`config.mk`:
```
export PLATFORM = sky130hd
export DESIGN_NAME = dcc_crc_unit
export DESIGN_NICKNAME = d
export VERILOG_FILES = /design/src/hw/dcc_pkg.sv /design/src/hw/dcc_crc_unit.sv
export SDC_FILE = /design/constraint.sdc
export NUM_CORES = 1
export LEC_CHECK = 0
export BUFFER_PORTS_ARGS = -buffer_cell sky130_fd_sc_hd__buf_2
export CAP_MARGIN = 5
export CORE_UTILIZATION = 40
export DETAILED_ROUTE_END_ITERATION = 10
export PLACE_DENSITY_LB_ADDON = 0.15
export SKIP_LAST_GASP = 1
export SLEW_MARGIN = 10
export SYNTH_ARGS = -nofsm -noshare
export SYNTH_HDL_FRONTEND = slang
export SYNTH_SLANG_ARGS = --single-unit
export TNS_END_PERCENT = 1
```
`constraint.sdc`:
```
create_clock -name CLOCK -period 2.3 [get_ports CLOCK]
set_input_delay 0.46 -clock CLOCK [delete_from_list [all_inputs] [get_ports CLOCK]]
set_output_delay 0.46 -clock CLOCK [all_outputs]
set_load 0.05 [all_outputs]
```
`src/hw/dcc_pkg.sv`:
```
// constants for the channel crc-32 unit
// assumes an apb slave with 32-bit data and byte offsets as printed
package dcc_pkg;
    // ************************************************************
    // register map
    // ************************************************************
    localparam logic [7:0]  ADDR_CRC_VALUE   = 8'h24;
    localparam logic [7:0]  ADDR_OUT_STATUS  = 8'h28;
    localparam logic [7:0]  ADDR_TEST_SLOT   = 8'h2c;
    localparam logic [7:0]  ADDR_CONTROL     = 8'h20;
    localparam logic [31:0] CRC_VALUE_RESET  = 32'h00000000;
    localparam logic [31:0] CRC_POLY         = 32'h04c11db7;
    localparam logic [31:0] ALL_ONES         = 32'hffffffff;
    localparam logic [31:0] ZERO_WORD        = 32'h00000000;
    // ************************************************************
    // field positions
    // ************************************************************
    localparam int          STAT_DONE_BIT    = 2;
    localparam int          CTRL_CALC_BIT    = 0;
    localparam int          CTRL_POST_BIT    = 1;
    localparam int          BYTE_BITS        = 8;
endpackage

```
`src/hw/dcc_crc_unit.sv`:
```
// crc-32 generator for one dma channel with apb register slots
// assumes the channel datapath gives one-cycle strobes for start, byte, done, abort
//
// Contract
// - any write to crc value loads the generator with the written word
// - reads of crc value return the generator bit-reversed and inverted
// - the generator keeps accumulating across transactions until crc value is written
// - post-transfer-done flag clears when a channel transaction begins
// - with post enable, a successful crc write-out sets the done flag
// - abort by firmware or target suppresses the write-out; flag stays zero
// - status bits 3,1,0 are test bits, 31:4 reserved, test slot reserved
// - calc enable bit gates whether transferred data updates the generator
// - post enable writes the crc out after completion, never after an abort
//
// The APB register port was chosen for this implementation.
`timescale 1ns/1ps
`default_nettype none
module dcc_crc_unit (
    input  wire logic        CLOCK,
    input  wire logic        SRST,
    input  wire logic        PSEL,
    input  wire logic        PENABLE,
    input  wire logic        PWRITE,
    input  wire logic [7:0]  PADDR,
    input  wire logic [31:0] PWDATA,
    output logic      [31:0] PRDATA,
    output logic             PREADY,
    output logic             PSLVERR,
    input  wire logic        XFER_START,
    input  wire logic        XFER_BYTE_VALID,
    input  wire logic [7:0]  XFER_BYTE,
    input  wire logic        XFER_DONE,
    input  wire logic        XFER_ABORT,
    output logic             CRC_OUT_VALID,
    output logic      [31:0] CRC_OUT_DATA,
    input  wire logic        CRC_OUT_ACK
);
    // ************************************************************
    // state
    // ************************************************************
    typedef enum logic [1:0] {ST_IDLE, ST_BUSY, ST_POST} dcc_state_t;
    dcc_state_t  state_q, state_d;
    logic [31:0] crc_q, crc_d;
    logic        done_q, done_d;
    logic        calc_en_q, calc_en_d;
    logic        post_en_q, post_en_d;
    logic [31:0] prdata_q, prdata_d;
    logic        pready_q, pready_d;
    logic        pslverr_q, pslverr_d;
    logic        ovalid_q, ovalid_d;
    logic [31:0] odata_q, odata_d;
    logic        wr_acc;
    logic        rd_acc;
    logic [31:0] crc_step;
    logic [31:0] crc_view;
    logic [31:0] crc_rev;
    logic [31:0] crc_fold;
    logic [31:0] fold_rev;
    logic        bus_acc;

    // the answer is built in the first access cycle; a write lands only at the edge
    // where the master samples pready high, so a dropped request never changes state
    assign bus_acc = PSEL && PENABLE && !pready_q;
    assign wr_acc  = PSEL && PENABLE && PWRITE && pready_q;
    assign rd_acc  = bus_acc && !PWRITE;

    // ************************************************************
    // crc arithmetic
    // ************************************************************
    // msb-first register fed lsb first; reversing and inverting it on the way out
    // gives the usual crc-32 result, and a written word is the generator itself
    function automatic logic [31:0] crc_byte(input logic [31:0] c, input logic [7:0] b);
        logic [31:0] r;
        r = c;
        for (int i = 0; i < dcc_pkg::BYTE_BITS; i++) begin
            if (r[31] ^ b[i]) begin
                r = {r[30:0], 1'b0} ^ dcc_pkg::CRC_POLY;
            end else begin
                r = {r[30:0], 1'b0};
            end
        end
        return r;
    endfunction

    // view of the register that software reads; the write-out takes the folded value below
    assign crc_step = crc_byte(crc_q, XFER_BYTE);
    // value after this cycle's byte, before any bus write; feeds the write-out word
    assign crc_fold = (state_q == ST_BUSY && XFER_BYTE_VALID && calc_en_q) ? crc_step : crc_q;
    assign crc_view = ~crc_rev;

    // ************************************************************
    // bit reversal
    // ************************************************************
    // wiring only; the write-out reverses the folded value so that a byte landing
    // in the same cycle as done is not lost from the offered word
    for (genvar g = 0; g < $bits(crc_q); g++) begin : g_rev
        assign crc_rev[g]  = crc_q[$bits(crc_q) - 1 - g];
        assign fold_rev[g] = crc_fold[$bits(crc_q) - 1 - g];
    end

    // ************************************************************
    // next state
    // ************************************************************
    always_comb begin
        state_d   = state_q;
        crc_d     = crc_q;
        done_d    = done_q;
        calc_en_d = calc_en_q;
        post_en_d = post_en_q;
        ovalid_d  = ovalid_q;
        odata_d   = odata_q;
        // datapath updates; a bus write below wins over a byte in the same cycle
        unique case (state_q)
            ST_IDLE: begin
                if (XFER_START) begin
                    state_d = ST_BUSY;
                    done_d  = 1'b0;
                end
            end
            ST_BUSY: begin
                if (XFER_BYTE_VALID && calc_en_q) begin
                    crc_d = crc_step;
                end
                if (XFER_ABORT) begin
                    state_d = ST_IDLE;
                end else if (XFER_DONE) begin
                    if (post_en_q) begin
                        state_d  = ST_POST;
                        ovalid_d = 1'b1;
                        odata_d  = ~fold_rev;
                    end else begin
                        state_d = ST_IDLE;
                    end
                end
            end
            ST_POST: begin
                if (XFER_ABORT) begin
                    // the target ended things before taking the word
                    state_d  = ST_IDLE;
                    ovalid_d = 1'b0;
                end else if (CRC_OUT_ACK) begin
                    state_d  = ST_IDLE;
                    ovalid_d = 1'b0;
                    done_d   = 1'b1;
                end
            end
        endcase
        // register writes
        if (wr_acc && PADDR == dcc_pkg::ADDR_CRC_VALUE) begin
            crc_d = PWDATA;
        end
        if (wr_acc && PADDR == dcc_pkg::ADDR_CONTROL) begin
            calc_en_d = PWDATA[dcc_pkg::CTRL_CALC_BIT];
            post_en_d = PWDATA[dcc_pkg::CTRL_POST_BIT];
        end
    end

    // ************************************************************
    // apb answer
    // ************************************************************
    // reserved and test bits read as zero; unmapped addresses answer with slverr
    always_comb begin
        prdata_d  = dcc_pkg::ZERO_WORD;
        pready_d  = PSEL && PENABLE && !pready_q;
        pslverr_d = 1'b0;
        if (bus_acc) begin
            unique case (PADDR)
                dcc_pkg::ADDR_CRC_VALUE: begin
                    if (rd_acc) begin
                        prdata_d = crc_view;
                    end
                end
                dcc_pkg::ADDR_OUT_STATUS: begin
                    if (rd_acc) begin
                        prdata_d[dcc_pkg::STAT_DONE_BIT] = done_q;
                    end
                end
                dcc_pkg::ADDR_TEST_SLOT: begin
                    prdata_d = dcc_pkg::ZERO_WORD;
                end
                dcc_pkg::ADDR_CONTROL: begin
                    if (rd_acc) begin
                        prdata_d[dcc_pkg::CTRL_CALC_BIT] = calc_en_q;
                        prdata_d[dcc_pkg::CTRL_POST_BIT] = post_en_q;
                    end
                end
                default: begin
                    pslverr_d = 1'b1;
                end
            endcase
        end
    end

    // ************************************************************
    // registers
    // ************************************************************
    always_ff @(posedge CLOCK) begin
        if (SRST) begin
            state_q   <= ST_IDLE;
            crc_q     <= dcc_pkg::CRC_VALUE_RESET;
            done_q    <= 1'b0;
            calc_en_q <= 1'b0;
            post_en_q <= 1'b0;
            prdata_q  <= dcc_pkg::ZERO_WORD;
            pready_q  <= 1'b0;
            pslverr_q <= 1'b0;
            ovalid_q  <= 1'b0;
            odata_q   <= dcc_pkg::ZERO_WORD;
        end else begin
            state_q   <= state_d;
            crc_q     <= crc_d;
            done_q    <= done_d;
            calc_en_q <= calc_en_d;
            post_en_q <= post_en_d;
            prdata_q  <= prdata_d;
            pready_q  <= pready_d;
            pslverr_q <= pslverr_d;
            ovalid_q  <= ovalid_d;
            odata_q   <= odata_d;
        end
    end

    assign PRDATA        = prdata_q;
    assign PREADY        = pready_q;
    assign PSLVERR       = pslverr_q;
    assign CRC_OUT_VALID = ovalid_q;
    assign CRC_OUT_DATA  = odata_q;

    // ************************************************************
    // checks
    // ************************************************************
    property p_load;
        @(posedge CLOCK) disable iff (SRST)
        wr_acc && PADDR == dcc_pkg::ADDR_CRC_VALUE |=> crc_q == $past(PWDATA);
    endproperty
    a_load: assert property (p_load) else $error("crc write did not load");

    property p_read;
        @(posedge CLOCK) disable iff (SRST)
        rd_acc && PADDR == dcc_pkg::ADDR_CRC_VALUE |=>
            PRDATA[31] == !$past(crc_q[0]) && PRDATA[0] == !$past(crc_q[31]) && PREADY;
    endproperty
    a_read: assert property (p_read) else $error("crc read wrong");

    property p_hold;
        @(posedge CLOCK) disable iff (SRST)
        !wr_acc && !(state_q == ST_BUSY && XFER_BYTE_VALID && calc_en_q) |=> $stable(crc_q);
    endproperty
    a_hold: assert property (p_hold) else $error("crc changed without cause");

    property p_clear;
        @(posedge CLOCK) disable iff (SRST)
        state_q == ST_IDLE && XFER_START |=> !done_q && state_q == ST_BUSY;
    endproperty
    a_clear: assert property (p_clear) else $error("done not cleared at start");

    property p_set;
        @(posedge CLOCK) disable iff (SRST)
        state_q == ST_POST && CRC_OUT_ACK && !XFER_ABORT |=> done_q && !CRC_OUT_VALID;
    endproperty
    a_set: assert property (p_set) else $error("done not set after write-out");

    property p_abort;
        @(posedge CLOCK) disable iff (SRST)
        state_q != ST_IDLE && XFER_ABORT |=> !done_q && !CRC_OUT_VALID;
    endproperty
    a_abort: assert property (p_abort) else $error("abort did not suppress write-out");

    property p_status;
        @(posedge CLOCK) disable iff (SRST)
        rd_acc && PADDR == dcc_pkg::ADDR_OUT_STATUS |=> PRDATA[31:3] == 29'h0 && PRDATA[1:0] == 2'h0;
    endproperty
    a_status: assert property (p_status) else $error("reserved status bits set");

    property p_gate;
        @(posedge CLOCK) disable iff (SRST)
        !calc_en_q && !wr_acc |=> $stable(crc_q);
    endproperty
    a_gate: assert property (p_gate) else $error("crc ran while disabled");

    property p_post;
        @(posedge CLOCK) disable iff (SRST)
        state_q == ST_BUSY && XFER_DONE && !XFER_ABORT && post_en_q |=> CRC_OUT_VALID;
    endproperty
    a_post: assert property (p_post) else $error("write-out not offered");

    property p_step;
        @(posedge CLOCK) disable iff (SRST)
        state_q == ST_BUSY && XFER_BYTE_VALID && calc_en_q && !wr_acc |=> crc_q == $past(crc_step);
    endproperty
    a_step: assert property (p_step) else $error("crc byte update wrong");

    // the answer is a single-cycle pulse, so a back-to-back master never sees it twice
    property p_ready_pulse;
        @(posedge CLOCK) disable iff (SRST)
        PREADY |=> !PREADY;
    endproperty
    a_ready_pulse: assert property (p_ready_pulse) else $error("pready held too long");

    property p_ro_status;
        @(posedge CLOCK) disable iff (SRST)
        wr_acc && PADDR == dcc_pkg::ADDR_OUT_STATUS && state_q == ST_IDLE |=> $stable(done_q);
    endproperty
    a_ro_status: assert property (p_ro_status) else $error("status slot took a write");

    // the offered word must not move while the datapath is still deciding to take it
    property p_offer_hold;
        @(posedge CLOCK) disable iff (SRST)
        CRC_OUT_VALID && !CRC_OUT_ACK && !XFER_ABORT |=> CRC_OUT_VALID && $stable(CRC_OUT_DATA);
    endproperty
    a_offer_hold: assert property (p_offer_hold) else $error("crc offer changed");
endmodule
`default_nettype wire

```
==> results of run 1 <==
worst max-delay path, stage by stage, from the launching register on:
cell     delay [ns]
dfxtp_1        0.54
xnor2_4        0.22
xnor3_2        0.44
xor3_1         0.42
a211o_1        0.32
a21oi_2        0.10
where the power goes:
part / leakage (nW) / internal (mW) / switching (mW) / total [mW]
Sequential: 0.838 / 1.80 / 0.00286 / 1.81
Combinational: 1.87 / 0.233 / 0.210 / 0.442
Clock: 0.150 / 0.955 / 0.685 / 1.64
Total: 2.85 / 2.99 / 0.897 / 3.89
cells by family after synthesis:
kind of cell | count (synthesis) | share of synthesized area (%)
adders and majority gates | 3 | 0.768
muxes | 19 | 3.94
and+or+nand+nor | 175 | 15.8
xor gates and xnor gates | 58 | 19.3
DFF | 104 | 42.6
buffers and inverters | 39 | 3.00
AOI/OAI and AO/OA | 102 | 14.6
worst min-delay path by stage:
stage                             to        startpoint  slack (ns)  depth (start not counted)
floorplan                 PRDATA[11]         crc_q[20]        0.41                          1
global placement     CRC_OUT_DATA[2]   CRC_OUT_DATA[2]        0.45                          2
detailed placement  CRC_OUT_DATA[11]  CRC_OUT_DATA[11]        0.45                          2
CTS                           PREADY              SRST        0.31                          2
global route                  PREADY              SRST        0.33                          2
finish                        PREADY              SRST        0.32                          2
cells in the mapped netlist (2+ instances only):
cell type,number
a211o_1,5
xor2_1,5
o21a_1,2
nand2b_1,4
and2_1,9
a31oi_1,4
nand3_1,6
a211oi_1,18
ha_1,3
mux2i_1,17
nand4_1,3
a31o_2,2
xnor3_2,2
nor3_1,9
a32o_1,6
mux2_2,2
xnor2_4,4
a21oi_1,24
o211a_1,2
buf_1,4
dfxtp_1,104
xnor2_2,7
nor4_1,3
inv_1,7
o21ai_0,12
xor3_1,5
clkbuf_1,28
xnor3_1,14
nand2_1,47
and3_1,8
o21ai_1,2
a311oi_1,7
xnor2_1,20
o211ai_1,4
o31ai_1,2
nor2_1,79
o221a_2,2
o22ai_1,3
layout make-up:
class                           count  area share [%]
Multi-Input combinational cell    357            43.6
Sequential cell                   104            34.1
Timing Repair Buffer              148            13.7
Clock buffer                       11            3.81
Tap cell                          147            3.01
Clock inverter                      5            1.33
Inverter                            7           0.430
metal layers:
metal	wire [um]	up-vias	GRT usage, %
met5	0	-	0
met4	237	0	8.62
met3	753	16	3.83
met2	6400	121	35.9
met1	5900	1934	28.5
li1	-	2008	-
per-stage QoR:
stage	hold WS, ns	util, %
4_1_cts	0.311	51.1
2_1_floorplan	0.413	-
5_1_grt	0.330	51.1
3_5_place_dp	0.446	48.4
6_report	0.324	51.1
3_3_place_gp	0.446	48.4
flip-flops by register name (all words and copies together) (netlist names):
signal / cells
post_en_q: 1
crc_q: 32
state_q: 2
done_q: 1
PSLVERR: 1
PREADY: 1
CRC_OUT_DATA: 32
CRC_OUT_VALID: 1
calc_en_q: 1
PRDATA: 32
==> impl_metrics.env, run 1 <==
export IMPL_cts_tree="done"
export IMPL_fp_dieH_um=113
export IMPL_cts_sinks=104
export IMPL_cp_arrival_ns=2.39
export IMPL_nets=688
export IMPL_placed_cells=763
export IMPL_ioPinCount=125
export IMPL_syn_to_final_growth_pct=25.0
export IMPL_r2r_start="crc_q[26]"
export IMPL_synth_area_sq_mm=0.00489
export IMPL_setup_tns_ns=0
export IMPL_max_freq_mhz=475
export IMPL_dpl_cell_area_sq_mm=0.00579
export IMPL_drtIter0Drc=257
export IMPL_die_area_sq_mm=0.0127
export IMPL_ys_flop_type="dfxtp_1"
export IMPL_cts_path_max_buffers=2
export IMPL_coreArea_sq_mm=0.0120
export IMPL_drive_above_1_share_pct=29.1
export IMPL_syn_avg_cell_area_sq_um=9.77
export IMPL_relSlewSlack_pct=58.4
export IMPL_design_area_sq_mm=0.00611
export IMPL_cts_hold_buf=0
export IMPL_ff_latch_area_sq_mm=0.00208
export IMPL_timing_critical_path_to="crc_q[6]"
export IMPL_synthTopCellsByArea="dfxtp_1 (43%), xnor3_1 (6.5%), nor2_1 (6.1%)"
export IMPL_synth_cells=500
export IMPL_antenna_cells=0
export IMPL_yosys_warnings=0
export IMPL_n_fill_cell=1154
export IMPL_end_kind="flip-flop"
export IMPL_final_cells=779
export IMPL_viasPerCell=5.24
export IMPL_wl_per_cell_um=17.1
export IMPL_grt_pass1_wl_mm=21.1
export IMPL_power_mw=3.89
export IMPL_synth_edf_count=0
export IMPL_finalCritPeriodShare_pct=91.5
export IMPL_finalWorstSetupSlack_ns=0.196
export IMPL_hold_viol=0
export IMPL_multi_input_area_sq_mm=0.00266
export IMPL_vdd_drop_max_v=0.000330
export IMPL_first_pass_iters=4
export IMPL_worst_ep_required_time_ns=2.58
export IMPL_rrSetupSlack_ns=0.20
export IMPL_drtAntennaViolNets=0
export IMPL_slew_violations=0
export IMPL_netlist_area_leader_share_pct=42.6
export IMPL_synth_fp_nets=561
export IMPL_numCtsBuffers=9
export IMPL_grt_usage_pct=21.8
export IMPL_mostFrequentLayoutCells="buf_2 (124), dfxtp_1 (104), nor2_1 (79), nand2_1 (47), a21oi_1 (24)"
export IMPL_die_w_um=113
export IMPL_dp_slack_ns=0.0822
export IMPL_max_slew_worst_pin_slew_ns=0.624
export IMPL_finClkSkew_ns=0.00867
export IMPL_yosysTopAreaCell="dfxtp_1"
export IMPL_core_rowCount=40
export IMPL_worstSetupPathType="reg -> reg"
export IMPL_cts_root_buf="clkbuf_16"
export IMPL_dp_hpwl_mm=9.46
export IMPL_rsz0062_at_grt="false"
export IMPL_hp_class="in -> reg"
export IMPL_r2r_end="crc_q[6]"
export IMPL_worstRegToRegCells=5
export IMPL_io_buffers=124
export IMPL_antenna_found_initial=0
export IMPL_cts_resized=0
export IMPL_setup_viol=0
export IMPL_grt_max_degree=54
export IMPL_ys_seq_area_share_pct=42.6
export IMPL_gp_congestion=0.810
export IMPL_num_vias=4079
export IMPL_synth_seq_cells=104
export IMPL_cts_max_level=3
export IMPL_worst_path_max_fanout=6
export IMPL_post_cts_repair_setup_buffers=0
export IMPL_leakage_nw=2.85
export IMPL_initial_core_util_pct=40.8
export IMPL_worst_setup_path_start_kind="flip-flop"
export IMPL_overflow=0
export IMPL_drt_wl_total_mm=13.3
export IMPL_startpoint="crc_q[26]"
export IMPL_clk_pin_slew_ns=0.07
export IMPL_grt_pass1_vias=4021
export IMPL_synthArstFlopShare_pct=0
export IMPL_synthDistinctLibCells=53
export IMPL_clk_latency_ns=0.35
export IMPL_final_common_cell="buf_2"
export IMPL_power_density_mw_per_mm2=637
export IMPL_fin_crit_ns=2.10
export IMPL_route_detailed_drc=0
export IMPL_maxCapViolations=0
export IMPL_outcome="finished clean"
Note: power is estimated with default switching activity, not from simulation.
==> run 2: changes to the inputs <==
Settings changed: CORE_MARGIN set to 2.
==> impl_metrics.env, run 2 (synthesis results as in run 1) <==
export IMPL_mostFrequentLayoutCells="buf_2 (124), dfxtp_1 (104), nor2_1 (79), nand2_1 (47), a21oi_1 (24)"
export IMPL_crit_family="XOR/XNOR gates"
export IMPL_post_cts_repair_setup_buffers=0
export IMPL_power_density_mw_per_mm2=615
export IMPL_drive_above_1_share_pct=29.0
export IMPL_worstRegToRegCells=5
export IMPL_grt_pass1_vias=3833
export IMPL_cp_arrival_ns=2.40
export IMPL_cts_sinks=104
export IMPL_fin_hold_ws_ns=0.321
export IMPL_clk_pin_slew_ns=0.07
export IMPL_crit_cells=5
export IMPL_gp_congestion=0.824
export IMPL_grt_usage_pct=20.3
export IMPL_worst_setup_path_start_kind="flip-flop"
export IMPL_max_slew_worst_pin_slew_ns=0.610
export IMPL_cts_tree="done"
export IMPL_nets=686
export IMPL_drtAntennaViolNets=0
export IMPL_initial_core_util_pct=40.8
export IMPL_cts_resized=0
export IMPL_fin_crit_ns=2.12
export IMPL_met1_usage_pct=27.4
export IMPL_io_buffers=124
export IMPL_viasPerCell=5.18
export IMPL_setup_tns_ns=0
export IMPL_hp_class="in -> reg"
export IMPL_cts_path_max_buffers=2
export IMPL_design_area_sq_mm=0.00606
export IMPL_setup_viol=0
export IMPL_slew_violations=0
export IMPL_rsz0062_at_grt="false"
export IMPL_finClkSkew_ns=0.0112
export IMPL_busiest_layer="met2"
export IMPL_antenna_cells=0
export IMPL_max_freq_mhz=471
export IMPL_grt_max_degree=54
export IMPL_worst_path_max_fanout=6
export IMPL_drt_wl_total_mm=13.4
export IMPL_route_detailed_drc=0
export IMPL_coreArea_sq_mm=0.0120
export IMPL_finalCritPeriodShare_pct=92.3
export IMPL_final_common_cell="buf_2"
export IMPL_wl_per_cell_um=17.2
export IMPL_maxCapViolations=0
export IMPL_grt_pass1_wl_mm=20.4
export IMPL_end_kind="flip-flop"
export IMPL_leakage_nw=2.83
export IMPL_antenna_found_initial=0
export IMPL_core_rowCount=40
export IMPL_vdd_drop_max_v=0.000385
export IMPL_ioPinCount=125
export IMPL_grtUsageMet3_pct=3.49
export IMPL_worst_ep_required_time_ns=2.58
export IMPL_worstSetupPathType="reg -> reg"
export IMPL_path_buf_inv=0
export IMPL_slowest_delay_ns=0.54
export IMPL_die_area_sq_mm=0.0131
export IMPL_clk_latency_ns=0.35
export IMPL_slowest_stage="dfxtp_1"
export IMPL_first_pass_iters=4
export IMPL_die_w_um=115
export IMPL_numCtsBuffers=9
export IMPL_cts_hold_buf=0
export IMPL_dpl_cell_area_sq_mm=0.00578
export IMPL_min_path_cells=2
export IMPL_dp_hpwl_mm=9.54
export IMPL_relSlewSlack_pct=59.3
export IMPL_syn_to_final_growth_pct=24.1
export IMPL_drtIter0Drc=236
export IMPL_num_vias=4021
export IMPL_cts_max_level=3
export IMPL_overflow=0
export IMPL_use_met2_pct=33.2
export IMPL_fp_dieH_um=115
export IMPL_crit_chain="xnor2_4 > xor2_1 > xnor3_1 > a211o_1 > a21oi_1"
export IMPL_cts_root_buf="clkbuf_16"
export IMPL_outcome="finished clean"
export IMPL_hold_viol=0
## run 2: changes by cell type in the layout (fill, tap and decap cells not counted)
cell | previous run | this run
clkbuf_8 | 0 | 2
bufinv_16 | 2 | 0
buf_4 | 21 | 19
clkinvlp_4 | 1 | 2
clkbuf_1 | 2 | 1
## run 2: through the flow
stage	util, %	power [mW]	instances	worst slack, ns
floorplan	-	2.14	500	0.288
global placement	48.3	2.28	761	0.120
detailed placement	48.3	2.29	761	0.0482
CTS	50.7	3.75	777	0.180
global route	50.7	3.85	777	0.0799
finish	50.7	3.73	777	0.177
## run 2: where the power goes
group | switching [mW] | leakage [nW] | internal (mW) | total, mW
clock | 0.687 | 0.135 | 0.795 | 1.48
sequential | 0.00265 | 0.838 | 1.80 | 1.81
combinational | 0.213 | 1.86 | 0.231 | 0.444
total | 0.903 | 2.83 | 2.83 | 3.73
## run 2: worst paths after layout
path                         start  slack [ns]          endpoint
setup / recovery         crc_q[26]        0.18          crc_q[7]
hold / removal                SRST        0.32            PREADY
setup reg to reg         crc_q[26]        0.18          crc_q[7]
hold reg to reg   CRC_OUT_DATA[10]        0.45  CRC_OUT_DATA[10]
## run 2: area by class of cell
cell class / count / area [sq um]
Sequential cell: 104 / 2080
Tap cell: 147 / 184
Inverter: 7 / 26.3
Fill cell: 1138 / 5900
Clock buffer: 12 / 256
Clock inverter: 4 / 28.8
Timing Repair Buffer: 146 / 823
Multi-Input combinational cell: 357 / 2660
## run 2: worst register-to-register path: stages (launching register included)
cell and delay (ns):
dfxtp_1 0.54, xnor2_4 0.22, xor2_1 0.38, xnor3_1 0.50
a211o_1 0.30, a21oi_1 0.12
## run 2: layer usage
| metal | up-vias | routed length, um |
|---|---|---|
| met5 | - | 0 |
| met4 | 0 | 190 |
| met3 | 15 | 592 |
| met2 | 106 | 6370 |
| met1 | 1899 | 6240 |
| li1 | 2001 | - |
